### config.mk
export PLATFORM = sky130hd
export DESIGN_NAME = parallel_io_ports
export DESIGN_NICKNAME = d
export VERILOG_FILES = /design/src/rtl/pio_pkg.sv /design/src/rtl/pio_port.sv /design/src/rtl/parallel_io_ports.sv
export VERILOG_INCLUDE_DIRS = /design/src /design/src/rtl
export SDC_FILE = /design/constraint.sdc
export NUM_CORES = 1
export LEC_CHECK = 0
export ABC_AREA = 1
export BUFFER_PORTS_ARGS = -buffer_cell sky130_fd_sc_hd__buf_2
export CAP_MARGIN = 40
export CORE_MARGIN = 1.5
export CORE_UTILIZATION = 47
export DETAILED_ROUTE_END_ITERATION = 10
export GPL_TIMING_DRIVEN = 0
export PLACE_DENSITY_LB_ADDON = 0.08
export SKIP_CTS_REPAIR_TIMING = 1
export SYNTH_ARGS = -nofsm -noshare
export SYNTH_HDL_FRONTEND = slang
export SYNTH_SLANG_ARGS = --single-unit
### constraint.sdc
create_clock -name clk -period 1.1 [get_ports clk]
set_input_delay 0.22 -clock clk [delete_from_list [all_inputs] [get_ports clk]]
set_output_delay 0.22 -clock clk [all_outputs]
set_load 0.05 [all_outputs]
### src/rtl/pio_regs.svh
// constants for the parallel port block: widths and reset values
//----------------------------------------------------------------
// How it works
//----------------------------------------------------------------
// How it works
// - 39 bidirectional, 4 input, 8 open-drain bits
// - ports 0,1,2,3,6: direction 1 drives pin
// - port 4 bits 0-3 bidirectional by direction
// - port 4 bits 4-7 read pins only
// - port 5 only pulls low or releases
// - port 5 digital only when analog off
// - port 5 has no direction register
// - port 3 bits 15-12 hold nothing
// - port 6 bit 7 holds nothing
// - port 4 bits 7-4 no direction, read-only
`ifndef PIO_REGS_SVH
`define PIO_REGS_SVH

`define PIO_BUS_W    16
`define PIO_W0       8
`define PIO_W1       4
`define PIO_W2       4
`define PIO_W3       12
`define PIO_W4L      4
`define PIO_W4H      4
`define PIO_W5       8
`define PIO_W6       7
`define PIO_DATA_RST 16'h0000
`define PIO_DIR_RST  16'h0000

`endif

### src/rtl/pio_pkg.sv
// types shared by the parallel port block
package pio_pkg;

    //----------------------------------------------------------------
    // port selection on the cpu side
    //----------------------------------------------------------------
    typedef enum logic [2:0] {
        SEL_P0 = 3'h0,
        SEL_P1 = 3'h1,
        SEL_P2 = 3'h2,
        SEL_P3 = 3'h3,
        SEL_P4 = 3'h4,
        SEL_P5 = 3'h5,
        SEL_P6 = 3'h6,
        SEL_NONE = 3'h7
    } port_sel_t;

endpackage : pio_pkg

### src/rtl/pio_port.sv
// one bidirectional port: data and direction storage, pin synchroniser
`include "pio_regs.svh"
module pio_port #(
    parameter int W = 8
) (
    input  wire logic         clk,
    input  wire logic         srst,
    input  wire logic         wr_data,
    input  wire logic         wr_dir,
    input  wire logic [W-1:0] wdata,
    input  wire logic [W-1:0] pin_in,
    output logic      [W-1:0] pin_out,
    output logic      [W-1:0] pin_oe,
    output logic      [W-1:0] rd_val
);

    logic [W-1:0] data_r;
    logic [W-1:0] data_nxt;
    logic [W-1:0] dir_r;
    logic [W-1:0] dir_nxt;
    logic [W-1:0] sync1_r;
    logic [W-1:0] sync2_r;

    //----------------------------------------------------------------
    // storage
    //----------------------------------------------------------------
    // next values of data and direction
    always_comb begin
        data_nxt = data_r;
        dir_nxt  = dir_r;
        if (wr_data) begin
            data_nxt = wdata;
        end
        if (wr_dir) begin
            dir_nxt = wdata;
        end
    end

    // register data, direction and pin sampling
    always_ff @(posedge clk) begin
        if (srst) begin
            data_r  <= W'(`PIO_DATA_RST);
            dir_r   <= W'(`PIO_DIR_RST);
            sync1_r <= '0;
            sync2_r <= '0;
        end else begin
            data_r  <= data_nxt;
            dir_r   <= dir_nxt;
            sync1_r <= pin_in;
            sync2_r <= sync1_r;
        end
    end

    //----------------------------------------------------------------
    // pins and read value
    //----------------------------------------------------------------
    // drive only where direction is 1, inputs read the pin
    assign pin_out = data_r;
    assign pin_oe  = dir_r;
    assign rd_val  = (dir_r & data_r) | (~dir_r & sync2_r);

endmodule : pio_port

### src/rtl/parallel_io_ports.sv
// parallel port block: bidirectional, input-only and open-drain ports
`include "pio_regs.svh"
module parallel_io_ports #(
    parameter int W0  = `PIO_W0,
    parameter int W1  = `PIO_W1,
    parameter int W2  = `PIO_W2,
    parameter int W3  = `PIO_W3,
    parameter int W4L = `PIO_W4L,
    parameter int W4H = `PIO_W4H,
    parameter int W5  = `PIO_W5,
    parameter int W6  = `PIO_W6
) (
    input  wire logic                    clk,
    input  wire logic                    srst,
    // cpu side
    input  wire pio_pkg::port_sel_t      cpu_sel,
    input  wire logic                    cpu_wr_data,
    input  wire logic                    cpu_wr_dir,
    input  wire logic [`PIO_BUS_W-1:0]   cpu_wdata,
    output logic      [`PIO_BUS_W-1:0]   cpu_rdata,
    // analog input enable for port 5
    input  wire logic [W5-1:0]           ana_en,
    // port 0
    input  wire logic [W0-1:0]           p0_in,
    output logic      [W0-1:0]           p0_out,
    output logic      [W0-1:0]           p0_oe,
    // port 1
    input  wire logic [W1-1:0]           p1_in,
    output logic      [W1-1:0]           p1_out,
    output logic      [W1-1:0]           p1_oe,
    // port 2
    input  wire logic [W2-1:0]           p2_in,
    output logic      [W2-1:0]           p2_out,
    output logic      [W2-1:0]           p2_oe,
    // port 3
    input  wire logic [W3-1:0]           p3_in,
    output logic      [W3-1:0]           p3_out,
    output logic      [W3-1:0]           p3_oe,
    // port 4
    input  wire logic [W4L+W4H-1:0]      p4_in,
    output logic      [W4L+W4H-1:0]      p4_out,
    output logic      [W4L+W4H-1:0]      p4_oe,
    // port 5
    input  wire logic [W5-1:0]           p5_in,
    output logic      [W5-1:0]           p5_out,
    output logic      [W5-1:0]           p5_oe,
    // port 6
    input  wire logic [W6-1:0]           p6_in,
    output logic      [W6-1:0]           p6_out,
    output logic      [W6-1:0]           p6_oe
);

    //----------------------------------------------------------------
    // internal signals
    //----------------------------------------------------------------
    // port read values, pin drive and storage
    logic [W0-1:0]         p0_rd;
    logic [W1-1:0]         p1_rd;
    logic [W2-1:0]         p2_rd;
    logic [W3-1:0]         p3_rd;
    logic [W4L-1:0]        p4l_rd;
    logic [W4L-1:0]        p4l_out;
    logic [W4L-1:0]        p4l_oe;
    logic [W6-1:0]         p6_rd;
    logic [W4H-1:0]        p4h_s1_r;
    logic [W4H-1:0]        p4h_s2_r;
    logic [W5-1:0]         p5_s1_r;
    logic [W5-1:0]         p5_s2_r;
    logic [W5-1:0]         p5_data_r;
    logic [W5-1:0]         p5_data_nxt;
    logic [W5-1:0]         p5_rd;
    logic [`PIO_BUS_W-1:0] rdata_r;
    logic [`PIO_BUS_W-1:0] rdata_nxt;

    // write strobes, one per register
    logic                  p0_wr_data;
    logic                  p0_wr_dir;
    logic                  p1_wr_data;
    logic                  p1_wr_dir;
    logic                  p2_wr_data;
    logic                  p2_wr_dir;
    logic                  p3_wr_data;
    logic                  p3_wr_dir;
    logic                  p4_wr_data;
    logic                  p4_wr_dir;
    logic                  p5_wr_data;
    logic                  p6_wr_data;
    logic                  p6_wr_dir;

    //----------------------------------------------------------------
    // write strobes
    //----------------------------------------------------------------
    // route the cpu strobes to the selected port only
    always_comb begin
        p0_wr_data = 1'b0;
        p0_wr_dir  = 1'b0;
        p1_wr_data = 1'b0;
        p1_wr_dir  = 1'b0;
        p2_wr_data = 1'b0;
        p2_wr_dir  = 1'b0;
        p3_wr_data = 1'b0;
        p3_wr_dir  = 1'b0;
        p4_wr_data = 1'b0;
        p4_wr_dir  = 1'b0;
        p5_wr_data = 1'b0;
        p6_wr_data = 1'b0;
        p6_wr_dir  = 1'b0;
        unique case (cpu_sel)
            pio_pkg::SEL_P0: begin
                p0_wr_data = cpu_wr_data;
                p0_wr_dir  = cpu_wr_dir;
            end
            pio_pkg::SEL_P1: begin
                p1_wr_data = cpu_wr_data;
                p1_wr_dir  = cpu_wr_dir;
            end
            pio_pkg::SEL_P2: begin
                p2_wr_data = cpu_wr_data;
                p2_wr_dir  = cpu_wr_dir;
            end
            pio_pkg::SEL_P3: begin
                p3_wr_data = cpu_wr_data;
                p3_wr_dir  = cpu_wr_dir;
            end
            pio_pkg::SEL_P4: begin
                p4_wr_data = cpu_wr_data;
                p4_wr_dir  = cpu_wr_dir;
            end
            pio_pkg::SEL_P5: begin
                p5_wr_data = cpu_wr_data;
            end
            pio_pkg::SEL_P6: begin
                p6_wr_data = cpu_wr_data;
                p6_wr_dir  = cpu_wr_dir;
            end
            pio_pkg::SEL_NONE: begin
            end
        endcase
    end

    //----------------------------------------------------------------
    // bidirectional ports
    //----------------------------------------------------------------
    // port 0
    pio_port #(.W(W0)) u_p0 (
        .clk     (clk),
        .srst    (srst),
        .wr_data (p0_wr_data),
        .wr_dir  (p0_wr_dir),
        .wdata   (cpu_wdata[W0-1:0]),
        .pin_in  (p0_in),
        .pin_out (p0_out),
        .pin_oe  (p0_oe),
        .rd_val  (p0_rd)
    );

    // port 1
    pio_port #(.W(W1)) u_p1 (
        .clk     (clk),
        .srst    (srst),
        .wr_data (p1_wr_data),
        .wr_dir  (p1_wr_dir),
        .wdata   (cpu_wdata[W1-1:0]),
        .pin_in  (p1_in),
        .pin_out (p1_out),
        .pin_oe  (p1_oe),
        .rd_val  (p1_rd)
    );

    // port 2
    pio_port #(.W(W2)) u_p2 (
        .clk     (clk),
        .srst    (srst),
        .wr_data (p2_wr_data),
        .wr_dir  (p2_wr_dir),
        .wdata   (cpu_wdata[W2-1:0]),
        .pin_in  (p2_in),
        .pin_out (p2_out),
        .pin_oe  (p2_oe),
        .rd_val  (p2_rd)
    );

    // port 3, only the low bits carry storage
    pio_port #(.W(W3)) u_p3 (
        .clk     (clk),
        .srst    (srst),
        .wr_data (p3_wr_data),
        .wr_dir  (p3_wr_dir),
        .wdata   (cpu_wdata[W3-1:0]),
        .pin_in  (p3_in),
        .pin_out (p3_out),
        .pin_oe  (p3_oe),
        .rd_val  (p3_rd)
    );

    // port 4 low nibble
    pio_port #(.W(W4L)) u_p4l (
        .clk     (clk),
        .srst    (srst),
        .wr_data (p4_wr_data),
        .wr_dir  (p4_wr_dir),
        .wdata   (cpu_wdata[W4L-1:0]),
        .pin_in  (p4_in[W4L-1:0]),
        .pin_out (p4l_out),
        .pin_oe  (p4l_oe),
        .rd_val  (p4l_rd)
    );

    // port 6, top bit absent
    pio_port #(.W(W6)) u_p6 (
        .clk     (clk),
        .srst    (srst),
        .wr_data (p6_wr_data),
        .wr_dir  (p6_wr_dir),
        .wdata   (cpu_wdata[W6-1:0]),
        .pin_in  (p6_in),
        .pin_out (p6_out),
        .pin_oe  (p6_oe),
        .rd_val  (p6_rd)
    );

    //----------------------------------------------------------------
    // port 4 high nibble: input only
    //----------------------------------------------------------------
    // two-flop synchroniser on the input-only pins
    always_ff @(posedge clk) begin
        if (srst) begin
            p4h_s1_r <= '0;
            p4h_s2_r <= '0;
        end else begin
            p4h_s1_r <= p4_in[W4L+W4H-1:W4L];
            p4h_s2_r <= p4h_s1_r;
        end
    end

    // never driven, no direction storage
    assign p4_out = {{W4H{1'b0}}, p4l_out};
    assign p4_oe  = {{W4H{1'b0}}, p4l_oe};

    //----------------------------------------------------------------
    // port 5: open drain, shared with analog inputs
    //----------------------------------------------------------------
    // data written by the cpu, direction writes ignored
    always_comb begin
        p5_data_nxt = p5_data_r;
        if (p5_wr_data) begin
            p5_data_nxt = cpu_wdata[W5-1:0];
        end
    end

    // register port 5 data and its pin synchroniser
    always_ff @(posedge clk) begin
        if (srst) begin
            p5_data_r <= W5'(`PIO_DATA_RST);
            p5_s1_r   <= '0;
            p5_s2_r   <= '0;
        end else begin
            p5_data_r <= p5_data_nxt;
            p5_s1_r   <= p5_in;
            p5_s2_r   <= p5_s1_r;
        end
    end

    //----------------------------------------------------------------
    // port 5 pins and read value
    //----------------------------------------------------------------
    // pull low only on a 0, release otherwise or under analog use
    assign p5_out = '0;
    assign p5_oe  = ~p5_data_r & ~ana_en;
    assign p5_rd  = p5_s2_r & ~ana_en;

    //----------------------------------------------------------------
    // read path
    //----------------------------------------------------------------
    // select the addressed port, missing bits read as zero
    always_comb begin
        rdata_nxt = '0;
        unique case (cpu_sel)
            pio_pkg::SEL_P0:   rdata_nxt = `PIO_BUS_W'(p0_rd);
            pio_pkg::SEL_P1:   rdata_nxt = `PIO_BUS_W'(p1_rd);
            pio_pkg::SEL_P2:   rdata_nxt = `PIO_BUS_W'(p2_rd);
            pio_pkg::SEL_P3:   rdata_nxt = `PIO_BUS_W'(p3_rd);
            pio_pkg::SEL_P4:   rdata_nxt = `PIO_BUS_W'({p4h_s2_r, p4l_rd});
            pio_pkg::SEL_P5:   rdata_nxt = `PIO_BUS_W'(p5_rd);
            pio_pkg::SEL_P6:   rdata_nxt = `PIO_BUS_W'(p6_rd);
            pio_pkg::SEL_NONE: rdata_nxt = '0;
        endcase
    end

    // read data from a flop
    always_ff @(posedge clk) begin
        if (srst) begin
            rdata_r <= '0;
        end else begin
            rdata_r <= rdata_nxt;
        end
    end

    assign cpu_rdata = rdata_r;

endmodule : parallel_io_ports

# == Word level (Yosys, flattened, before mapping) ==
# Cells that the tools add are included.
# classes
bitwise_logic,28
n_reduce_logical,1
mux,14
eq_ne,7
# op_table
operator,n
$pmux 16 s8,1
$and 8x8->8,4
$and 12x12->12,2
$and 4x4->4,6
$not 8->8,3
$and 7x7->7,2
$mux 1,13
$eq 3x3->1 const B,4
$not 12->12,1
$not 4->4,3
$or 12x12->12,1
$or 4x4->4,3
$or 8x8->8,1
$not 7->7,1
$or 7x7->7,1
$eq 3x2->1 const B,2
$eq 3x1->1 const B,1
$logic_not 3->1,1
# totals
inputBits,82
word_cells,80
out_inout_bits,118
reg_bits,204

# == Depth between registers and ports, before layout ==
# Gate-level depths: netlist (run 1).
# logic_depth
depth_word,4
ltp_mapped,8

# == Cells and area by module ==
# A second synthesis (run 1) with hierarchy kept.
# hier_totals
hier_cells,1108
hier_area_um2,7910.1
# by_module_without_submodules
mod,area_each_um2,seq_area_each_um2,n_inst,cells_each
parallel_io_ports,2030.7,880.8,1,293
pio_port at u_p3,1821.7,960.9,1,250
pio_port at u_p1 ...,600.6,320.3,3,84
pio_port at u_p0,1231.2,640.6,1,168
pio_port at u_p6,1024.7,560.5,1,145

# == Worst setup path after synthesis (run 1) ==
# No wires, ideal clock.
# synth_timing
kind,flip-flop to flip-flop
startpoint,register u_p6.dir_r[6] (netlist: u_p6.pin_oe[6])
endpoint,register rdata_r[6] (netlist: cpu_rdata[6])
period_less_slack_ns,1.209
arrival_time_ns,1.092
stages_incl_launch_ff,8
setup_time_ns,0.117
path_slack_ns,-0.109
required_time_ns,0.983
cell_sequence,dfxtp_1 inv_1 nand2_1 o21ai_0 nand2_1 nand3_1 nor2_1 nor2_1
# synth_between
elab_chain_len,4
word_cells_on_any_way,5
cone_classes,mux: 1; bitwise: 4
# synth_lines
element,line_no,source
start: declaration,pio_port.sv:19,logic [W-1:0] dir_r;
start signal: assignment,pio_port.sv:43,dir_r <= W'(`PIO_DIR_RST);
start signal: assignment,pio_port.sv:48,dir_r <= dir_nxt;
$not 7->7,pio_port.sv:60,assign rd_val = (dir_r & data_r) | (~dir_r & sync2_r);
$and 7x7->7,pio_port.sv:60,
$or 7x7->7 *,pio_port.sv:60,
$pmux 16 s8 *,parallel_io_ports.sv:278,unique case (cpu_sel)
end signal: assignment,parallel_io_ports.sv:295,rdata_r <= rdata_nxt;
end: declaration,parallel_io_ports.sv:72,logic [`PIO_BUS_W-1:0] rdata_r;
# Mark *: on every way between the ends. The rest lies on a longest branch, timed or not. The select of a mux whose other input is x is not followed.
# A chain may end at the register's enable or synchronous reset.

# == Worst setup path after layout (run 1) ==
# layout_timing
startpoint,register p5_data_r[5]
endpoint,output port p5_oe[5]
# layout_between
elab_chain_len,2
# layout_lines
element,line_no,source
start: declaration,parallel_io_ports.sv:69,logic [W5-1:0] p5_data_r;
start signal: assignment,parallel_io_ports.sv:254,p5_data_r <= W5'(`PIO_DATA_RST);
start signal: assignment,parallel_io_ports.sv:258,p5_data_r <= p5_data_nxt;
$not 8->8,parallel_io_ports.sv:269,assign p5_oe = ~p5_data_r & ~ana_en;
$and 8x8->8,parallel_io_ports.sv:269,
end: declaration,parallel_io_ports.sv:46,"output logic [W5-1:0] p5_oe,"
# Every way passes these cells.

==> run_results.csv, run 1 <==
group,metric,value,unit
outcome,status,"complete, but fails checks",
outcome,violations,"hold timing, setup timing",
sta,rsz0062_at_grt,"true",
worst_setup_path,slowest_stage,"dfxtp_2",
layout,area_growth,46.1,%
layout,post-route-util,70.5,%
sta,skew,0.00652,ns
worst_setup_path,rr_endpoint,"cpu_rdata[0]",
detailed_routing,vias_per_cell,4.86,
cts,cts-buffers-inserted,17,
sta,max_freq,0.803,GHz
detailed_routing,drtPass1Iterations,6,
synth,synth_common_cells,"dfxtp_1 (200), nand2_1 (176), inv_1 (162)",
power,seq_power_share,47.0,%
cts,clkTransAtPathRegs,0.07,ns
cts,clk_latency,0.43,ns
cts,clock_path_buffers,2,
hold_path,min_path_cells,3,
grt,antenna_found_initial,2,
hold_path,hold_path_end,"p4h_s1_r[2]",
placement,dp.cells,1356,
layout,layout-drive-gt1-share,31.2,%
sta,finalCriticalPeriod,1.25,ns
hold_path,hold_path_class,"in2reg",
sta,timing.final.max_slew_violations,0,
placement,io_buffer_count,173,
sta,final_hold_viol_count,21,
floorplan,start_util,48.3,%
synth,synth_top_area_share,54.5,%
layout,fin_cells,1431,
grt,grt_start_max_net_pins,17,
worst_setup_path,ff2ff_setup_slack,-0.02,ns
worst_setup_path,max_stage_delay,0.33,ns
sta,slew_headroom,48.4,%
detailed_routing,route.detailed.drc,0,
hold_path,hp-start,"p4_in[6]",
placement,place_worst_setup_slack,-0.505,ns
sta,timing.final.ws_setup,-0.146,ns
worst_setup_path,cp-start-kind,"register",
worst_setup_path,crit_path_end_kind,"primary output",
grt,grt_pass1_vias,5865,
layout,fin_nets,1311,
grt,grt_pass1_wl,31.5,mm
synth,synthArstFlopShare,0,%
synth,yosysTopAreaCell,"dfxtp_1",
synth,yosys_warnings,0,
cts,htreeDepth,4,
cts,cts-root-buf,"clkbuf_16",
worst_setup_path,cp_data_arrival_time,1.03,ns
worst_setup_path,path_cells,"nor2_2, buf_6",
power,peakVddDrop,1190,µV
grt,track_usage,25.4,%
detailed_routing,routed_wl,22.3,mm
flow_run,maxCapViolations,0,
power,intPower,12.0,mW
floorplan,row_count,45,
floorplan,die-area,16400,µm²
placement,hpwl,15.1,mm
worst_setup_path,crit_buf_inv,1,
power,finalPower,16.2,mW
synth,synth_top_cells_by_area,"dfxtp_1 (55%), nand2_1 (9.0%), inv_1 (8.3%)",
worst_setup_path,critPathTopFamily,"flip-flops",
detailed_routing,wl_per_cell,15.6,µm
floorplan,coreArea,15200,µm²
power,sw_frac_of_total,25.6,%
sta,fin_crit_sh,113,%
power,p_comb_share,12.5,%
worst_setup_path,rr_startpoint,"u_p6.pin_oe[0]",
sta,setup-tns-final,-6.18,ns
synth,synth_flop_cell,"dfxtp_1",
synth,post_synth_instance_area,7340,µm²
worst_setup_path,required,0.88,ns
worst_setup_path,ff2ff_path_depth,6,
power,power.switching,4.16,mW
detailed_routing,routed-via-count,6954,
sta,setup_violations,99,
floorplan,die_w,128,µm
synth,syn_avg_cell_area,7.52,µm²
placement,place.gp.congestion,0.892,
synth,synth_edf_count,0,
power,p_leak,4.90,nW
detailed_routing,initialDrtViolationCount,612,
cts,cts_sinks,200,
floorplan,ios,200,
power,p_clk_share,40.6,%
detailed_routing,drt.antenna.violating_nets,0,
power,p_per_area,1510,nW/µm²
worst_setup_path,path_class,"reg2out",
sta,hold_ws,-0.0160,ns
cts,tritoncts,"built",
worst_setup_path,crit_fanout,2,
sta,tightest_slew,0.774,ns
grt,overflow,0,
synth,yosysSeqAreaShare,54.5,%
synth,yosysMostFrequentCell,"dfxtp_1",
synth,synth.distinct_cells,17,
floorplan,fp.dieH,128,µm
synth,syn_inst,976,
synth,ys_ff_latch,200,
## cell families after synthesis
kind of cell    Yosys count  share of synthesized area, %
compound gates          157                          10.7
buf+inv                 227                          13.3
flops                   200                          54.5
other cells               1                        0.0511
simple gates            391                          21.4
## layer usage
layer / routed length (µm) / global-route usage, % / up-vias
met1: 9250 / 34.4 / 3153
li1: - / - / 3447
met2: 10400 / 39.2 / 314
met3: 2110 / 6.14 / 40
met4: 551 / 9.85 / 0
met5: 0 / 0 / -
## stage by stage
step,hold slack [ns],cell area (µm²)
floorplan,0.327,7480
global placement,0.389,8580
detailed placement,0.393,8580
CTS,-0.0276,9200
global route,-0.000847,10700
finish,-0.0160,10700
## worst reg2reg max path: cells and delay by family (launching register included)
family	cells	cell delay, ns
AOI/OAI and AO/OA	2	0.37
DFF	1	0.35
buffers and inverters	2	0.19
and+or+nand+nor	2	0.13
## area by class of cell
type                            count  area [µm²]
Antenna cell                        1        2.50
Buffer                             64         370
Clock buffer                       20         447
Clock inverter                     12         174
Fill cell                        1207        4480
Inverter                          163         612
Multi-Input combinational cell    568        2490
Sequential cell                   200        4220
Tap cell                          188         235
Timing Repair Buffer              215        2170
## power groups by stage
stage          sequential, mW  clock, mW  combinational (mW)
3_3_place_gp             7.80          0                1.67
6_report                 7.61       6.57                2.02
2_1_floorplan            8.10          0               0.844
5_1_grt                  7.63       6.96                2.16
3_5_place_dp             7.80          0                1.68
4_1_cts                  7.64       6.63                1.69
## worst max-delay path by stage
stage | start | endpoint | slack (ns) | cells past startpoint
after global routing | p5_data_r[5] | p5_oe[5] | -0.19 | 2
final | p5_data_r[5] | p5_oe[5] | -0.15 | 2
after floorplan | u_p3.pin_oe[6] | cpu_rdata[6] | -0.07 | 5
after detailed placement | cpu_sel[2] | u_p2.pin_oe[3] | -0.50 | 7
after global placement | cpu_sel[2] | u_p2.pin_oe[2] | -0.47 | 7
after CTS | u_p4l.pin_out[3] | p4_out[3] | -0.27 | 1
## cells in the final DEF, fill, tap and decap left out
| master | instances |
|---|---|
| nand2_1 | 173 |
| inv_1 | 161 |
| nor2_1 | 140 |
| dfxtp_1 | 102 |
| a21oi_1 | 91 |
| buf_2 | 89 |
| buf_8 | 84 |
| o21ai_0 | 62 |
| dfxtp_2 | 59 |
| nand3_1 | 58 |
| buf_4 | 42 |
| dfxtp_4 | 39 |
| dlygate4sd3_1 | 25 |
| clkbuf_1 | 22 |
| conb_1 | 20 |
| clkbuf_16 | 17 |
| buf_6 | 16 |
| nor2_2 | 11 |
| nand2_2 | 4 |
| bufinv_16 | 4 |
| clkinv_2 | 4 |
| clkbuf_2 | 3 |
| nor2_4 | 3 |
| a21oi_2 | 3 |
| inv_2 | 2 |
| clkinv_4 | 2 |
| diode_2 | 1 |
| nand3_2 | 1 |
| nand2_4 | 1 |
| o21ai_1 | 1 |
| clkinvlp_4 | 1 |
| inv_6 | 1 |
| clkbuf_8 | 1 |
## flip-flops by register name (all words and copies together), names as in the netlist, 12 cells and up
name	cells
u_p3.pin_out	12
u_p3.sync1_r	12
u_p3.pin_oe	12
cpu_rdata	12
u_p3.sync2_r	12
(Power assumes the default switching activity.)
==> run 2, diff against run 1 <==
Settings changed: CELL_PAD_IN_SITES_DETAIL_PLACEMENT set to 1, CELL_PAD_IN_SITES_GLOBAL_PLACEMENT set to 1, CORE_UTILIZATION 47 to 33.
==> run 2 against run 1 <==
  * The flow still finishes with violations (hold timing, setup timing)
  * Worst setup slack lost 0.0040 ns
  * Global-route usage shrank 4.7 points
  * Sequential power is essentially flat
  * Clock-buffer cell count decreased by 2
  * Sequential share of layout area shrank 0.62 points
  * Highest routed layer unchanged
  * Combinational power grew 3%
  * Clock skew rose by 0.0016 ns
==> run_results.csv, run 2 (synthesis gave the netlist of run 1 again) <==
group,metric,value,unit
sta,slew_headroom,44.7,%
worst_setup_path,ff2ff_path_depth,7,
detailed_routing,drtPass1Iterations,5,
detailed_routing,routed_wl,25.2,mm
grt,antenna_found_initial,2,
detailed_routing,route.detailed.drc,0,
detailed_routing,vias_per_cell,4.55,
layout,final_common_cell,"nand2_1",
cts,clkTransAtPathRegs,0.08,ns
grt,grt_pass1_vias,6465,
power,p_leak,4.91,nW
sta,final_hold_viol_count,8,
detailed_routing,wl_per_cell,16.4,µm
worst_setup_path,path_cells,"nor2_2, buf_6",
sta,fin_crit_sh,114,%
cts,htreeDepth,4,
sta,timing.final.ws_setup,-0.150,ns
worst_setup_path,crit_path_start,"p5_data_r[0]",
layout,layout_common_cells,"nand2_1 (169), inv_1 (161), nor2_1 (136), dfxtp_1 (102), a21oi_1 (90)",
layout,post-route-util,50.0,%
worst_setup_path,slowest_stage,"dfxtp_2",
hold_path,hold_path_class,"in2reg",
placement,place.gp.congestion,0.829,
sta,tightest_slew,0.830,ns
layout,layout-drive-gt1-share,31.7,%
cts,clock_path_buffers,2,
worst_setup_path,rr_startpoint,"u_p1.pin_oe[1]",
floorplan,fp.dieH,152,µm
placement,io_buffer_count,173,
worst_setup_path,max_stage_delay,0.34,ns
worst_setup_path,cp-start-kind,"register",
cts,cts-buffers-inserted,17,
sta,timing.final.max_slew_violations,0,
floorplan,coreArea,21800,µm²
worst_setup_path,crit_fanout,2,
flow_run,maxCapViolations,0,
floorplan,ios,200,
sta,max_freq,0.800,GHz
cts,cts-root-buf,"clkbuf_16",
detailed_routing,initialDrtViolationCount,337,
grt,track_usage,20.7,%
sta,hold_ws,-0.0199,ns
worst_setup_path,ff2ff_setup_slack,-0.01,ns
worst_setup_path,rr_endpoint,"cpu_rdata[1]",
worst_setup_path,required,0.88,ns
floorplan,start_util,33.6,%
grt,grt_pass1_wl,36.7,mm
grt,grt_start_max_net_pins,20,
worst_setup_path,path_class,"reg2out",
detailed_routing,drt.antenna.violating_nets,0,
placement,hpwl,18.2,mm
layout,area_growth,48.6,%
sta,finalCriticalPeriod,1.25,ns
worst_setup_path,cp-endpoint,"p5_oe[0]",
worst_setup_path,crit_path_end_kind,"primary output",
cts,tritoncts,"built",
cts,clk_latency,0.44,ns
floorplan,row_count,54,
cts,cts_sinks,200,
sta,rsz0062_at_grt,"true",
sta,setup_violations,99,
power,peakVddDrop,930,µV
grt,overflow,0,
sta,skew,0.00815,ns
worst_setup_path,cp_data_arrival_time,1.03,ns
outcome,violations,"hold timing, setup timing",
floorplan,die_w,152,µm
floorplan,die-area,23100,µm²
power,finalPower,16.0,mW
outcome,status,"complete, but fails checks",
detailed_routing,routed-via-count,6954,
power,p_per_area,1470,nW/µm²
layout,fin_nets,1317,
[run 2: through the flow]
stage                     std cells  setup WS [ns]  TNS (ns)  hold WS (ns)  instance area, µm²
after global routing           1530         -0.203     -9.69      -0.00263               10900
after floorplan                 995        -0.0679   -0.0679         0.327                7480
after detailed placement       1448         -0.568    -80.13         0.396                8690
after global placement         1448         -0.564    -78.54         0.389                8690
after CTS                      1480         -0.314    -24.04       -0.0361                9290
final                          1530         -0.150     -6.50       -0.0199               10900
[run 2: layer usage]
layer  track usage, %  up-vias  part of all wire, %
met4             6.75        0                  1.9
li1                 -     3453                    -
met5                0        -                    0
met2             33.2      173                   48
met1             27.9     3299                   45
met3             4.21       29                  5.4
[run 2: power breakdown]
part	internal (mW)	switching, mW
sequential	7.45	0.159
combinational	0.750	1.33
clock	3.30	3.06
total	11.5	4.55
[run 2: worst min-delay path by stage]
stage / from / endpoint / slack (ns) / cells after the start
3_3_place_gp: u_p1.sync1_r[3] / u_p1.sync2_r[3] / 0.39 / 2
6_report: p3_in[8] / u_p3.sync1_r[8] / -0.02 / 3
2_1_floorplan: p4_in[4] / p4h_s1_r[0] / 0.33 / 2
3_5_place_dp: u_p3.sync1_r[3] / u_p3.sync2_r[3] / 0.40 / 2
4_1_cts: p1_in[2] / u_p1.sync1_r[2] / -0.04 / 3
5_1_grt: p0_in[1] / u_p0.sync1_r[1] / -0.003 / 3
[run 2: layout make-up]
type	instances	area [µm²]
Tap cell	280	350
Inverter	163	612
Antenna cell	2	5.00
Sequential cell	200	4230
Clock inverter	14	156
Timing Repair Buffer	221	2220
Multi-Input combinational cell	568	2520
Fill cell	2687	10900
Clock buffer	18	439
Buffer	64	375
[run 2: worst max-delay path: cells and delay by family, from the launching register on]
family / cells / cell delay, ns
flops: 1 / 0.34
buf+inv: 1 / 0.17
simple gates: 1 / 0.09
==> run 3, diff against run 2 <==
--- a/config.mk
+++ b/config.mk
@@ -18,4 +18,5 @@
 export PLACE_DENSITY_LB_ADDON = 0.08
 export SKIP_CTS_REPAIR_TIMING = 1
+export SKIP_LAST_GASP = 1
 export SYNTH_ARGS = -nofsm -noshare
 export SYNTH_HDL_FRONTEND = slang
==> constraint.sdc (replaced) <==
create_clock -name clk -period 1.1 [get_ports clk]
set_input_delay 0.22 -clock clk [delete_from_list [all_inputs] [get_ports clk]]
set_output_delay 0.22 -clock clk [all_outputs]
set_load 0.02 [all_outputs]
==> run 3 against run 2 <==
  * The run still ends with hold timing, setup timing left
  * Utilization fell by 1.3 points
  * Global-route usage rose by 0.38 points
  * Final area fell by 2.6%
  * Critical endpoint is now p5_oe[1]
==> run_results.csv, run 3 (synthesis gave the netlist of run 1 again) <==
group,metric,value,unit
worst_setup_path,path_cells,"nor2_1, buf_4",
cts,htreeDepth,4,
grt,track_usage,21.1,%
sta,finalCriticalPeriod,1.22,ns
sta,setup_violations,91,
cts,clk_latency,0.44,ns
floorplan,coreArea,21800,µm²
floorplan,fp.dieH,152,µm
sta,slew_headroom,45.9,%
power,sw_frac_of_total,26.5,%
placement,io_buffer_count,173,
layout,layout_common_cells,"nand2_1 (168), inv_1 (162), nor2_1 (137), dfxtp_1 (102), buf_6 (94)",
sta,timing.final.max_slew_violations,0,
cts,clkTransAtPathRegs,0.08,ns
worst_setup_path,ff2ff_path_depth,7,
detailed_routing,drt.antenna.violating_nets,0,
placement,hpwl,18.2,mm
detailed_routing,drtPass1Iterations,4,
placement,place_worst_setup_slack,-0.603,ns
grt,grt_start_max_net_pins,19,
grt,antenna_found_initial,0,
cts,cts-root-buf,"clkbuf_16",
sta,max_freq,0.817,GHz
power,p_per_area,1480,nW/µm²
cts,clock_path_buffers,2,
floorplan,start_util,33.6,%
hold_path,min_path_cells,3,
worst_setup_path,cp_data_arrival_time,1.00,ns
floorplan,ios,200,
layout,fin_cells,1540,
cts,tritoncts,"built",
power,seq_power_share,48.8,%
layout,area_growth,44.7,%
sta,hold_ws,-0.0219,ns
layout,fin_nets,1329,
sta,final_hold_viol_count,9,
flow_run,maxCapViolations,0,
detailed_routing,vias_per_cell,4.50,
sta,timing.final.ws_setup,-0.124,ns
power,p_comb_share,10.7,%
detailed_routing,route.detailed.drc,0,
floorplan,die-area,23100,µm²
sta,tightest_slew,0.811,ns
sta,rsz0062_at_grt,"true",
detailed_routing,wl_per_cell,16.4,µm
cts,cts_sinks,200,
outcome,status,"complete, but fails checks",
hold_path,hold_path_class,"in2reg",
detailed_routing,routed_wl,25.3,mm
worst_setup_path,slowest_stage,"dfxtp_2",
sta,fin_crit_sh,111,%
detailed_routing,routed-via-count,6924,
worst_setup_path,crit_path_end_kind,"primary output",
worst_setup_path,max_stage_delay,0.33,ns
placement,place.gp.congestion,0.808,
power,peakVddDrop,940,µV
grt,grt_pass1_vias,6583,
floorplan,row_count,54,
placement,dp.cells,1448,
layout,post-route-util,48.7,%
detailed_routing,drt-met1-wl,11.5,mm
floorplan,die_w,152,µm
detailed_routing,initialDrtViolationCount,285,
worst_setup_path,cp-start-kind,"register",
power,finalPower,15.7,mW
worst_setup_path,required,0.88,ns
layout,layout-drive-gt1-share,32.0,%
grt,grt_pass1_wl,37.2,mm
worst_setup_path,crit_fanout,2,
cts,cts-buffers-inserted,17,
detailed_routing,top_layer,"met4",
detailed_routing,met3_length,1.34,mm
sta,skew,0.00917,ns
power,power.switching,4.15,mW
power,p_clk_share,40.6,%
layout,diodes,0,
grt,overflow,0,
layout,final_common_cell,"nand2_1",
power,intPower,11.5,mW
power,p_leak,4.88,nW
outcome,violations,"hold timing, setup timing",
worst_setup_path,path_class,"reg2out",
detailed_routing,wl_met2,12.2,mm
[run 3: worst paths after layout]
check,start,to,slack [ns]
worst max register to register,u_p6.pin_out[3],cpu_rdata[3],-0.01
worst max-delay path,p5_data_r[1],p5_oe[1],-0.12
worst min register to register,u_p0.sync1_r[3],u_p0.sync2_r[3],0.40
worst min-delay path,p1_in[0],u_p1.sync1_r[0],-0.02
[run 3: power by group through the flow]
stage / Combinational (mW) / Sequential, mW / Clock [mW]
after global routing: 1.84 / 7.67 / 6.77
after detailed placement: 1.39 / 7.80 / 0
final: 1.67 / 7.64 / 6.35
after floorplan: 0.710 / 7.88 / 0
after global placement: 1.37 / 7.80 / 0
after CTS: 1.40 / 7.63 / 6.49
[run 3: worst max-delay path, delay by kind of cell (launching register included)]
family / cells / cell delay (ns)
DFF: 1 / 0.33
buffers and inverters: 1 / 0.15
and+or+nand+nor: 1 / 0.09
[run 3: through the flow]
stage                     setup TNS [ns]  hold slack [ns]  cell area (µm²)
final                              -3.50          -0.0219            10600
after global routing               -6.45          0.00117            10600
after CTS                         -18.08          -0.0335             9220
after detailed placement          -86.37            0.395             8630
after global placement            -79.98            0.389             8630
after floorplan                        0            0.327             7410
[run 3: per-layer routing]
layer  vias to the layer above  GRT usage [%]
met3                        15           4.98
met5                         -              0
li1                       3471              -
met2                       171           34.5
met4                         0           5.27
met1                      3267           28.0
[run 3: area by class of cell]
cell class / instances / area [µm²]
Inverter: 163 / 612
Sequential cell: 200 / 4160
Multi-Input combinational cell: 568 / 2530
Buffer: 64 / 373
Clock inverter: 12 / 133
Fill cell: 2704 / 11200
Clock buffer: 20 / 457
Tap cell: 280 / 350
Timing Repair Buffer: 233 / 2000
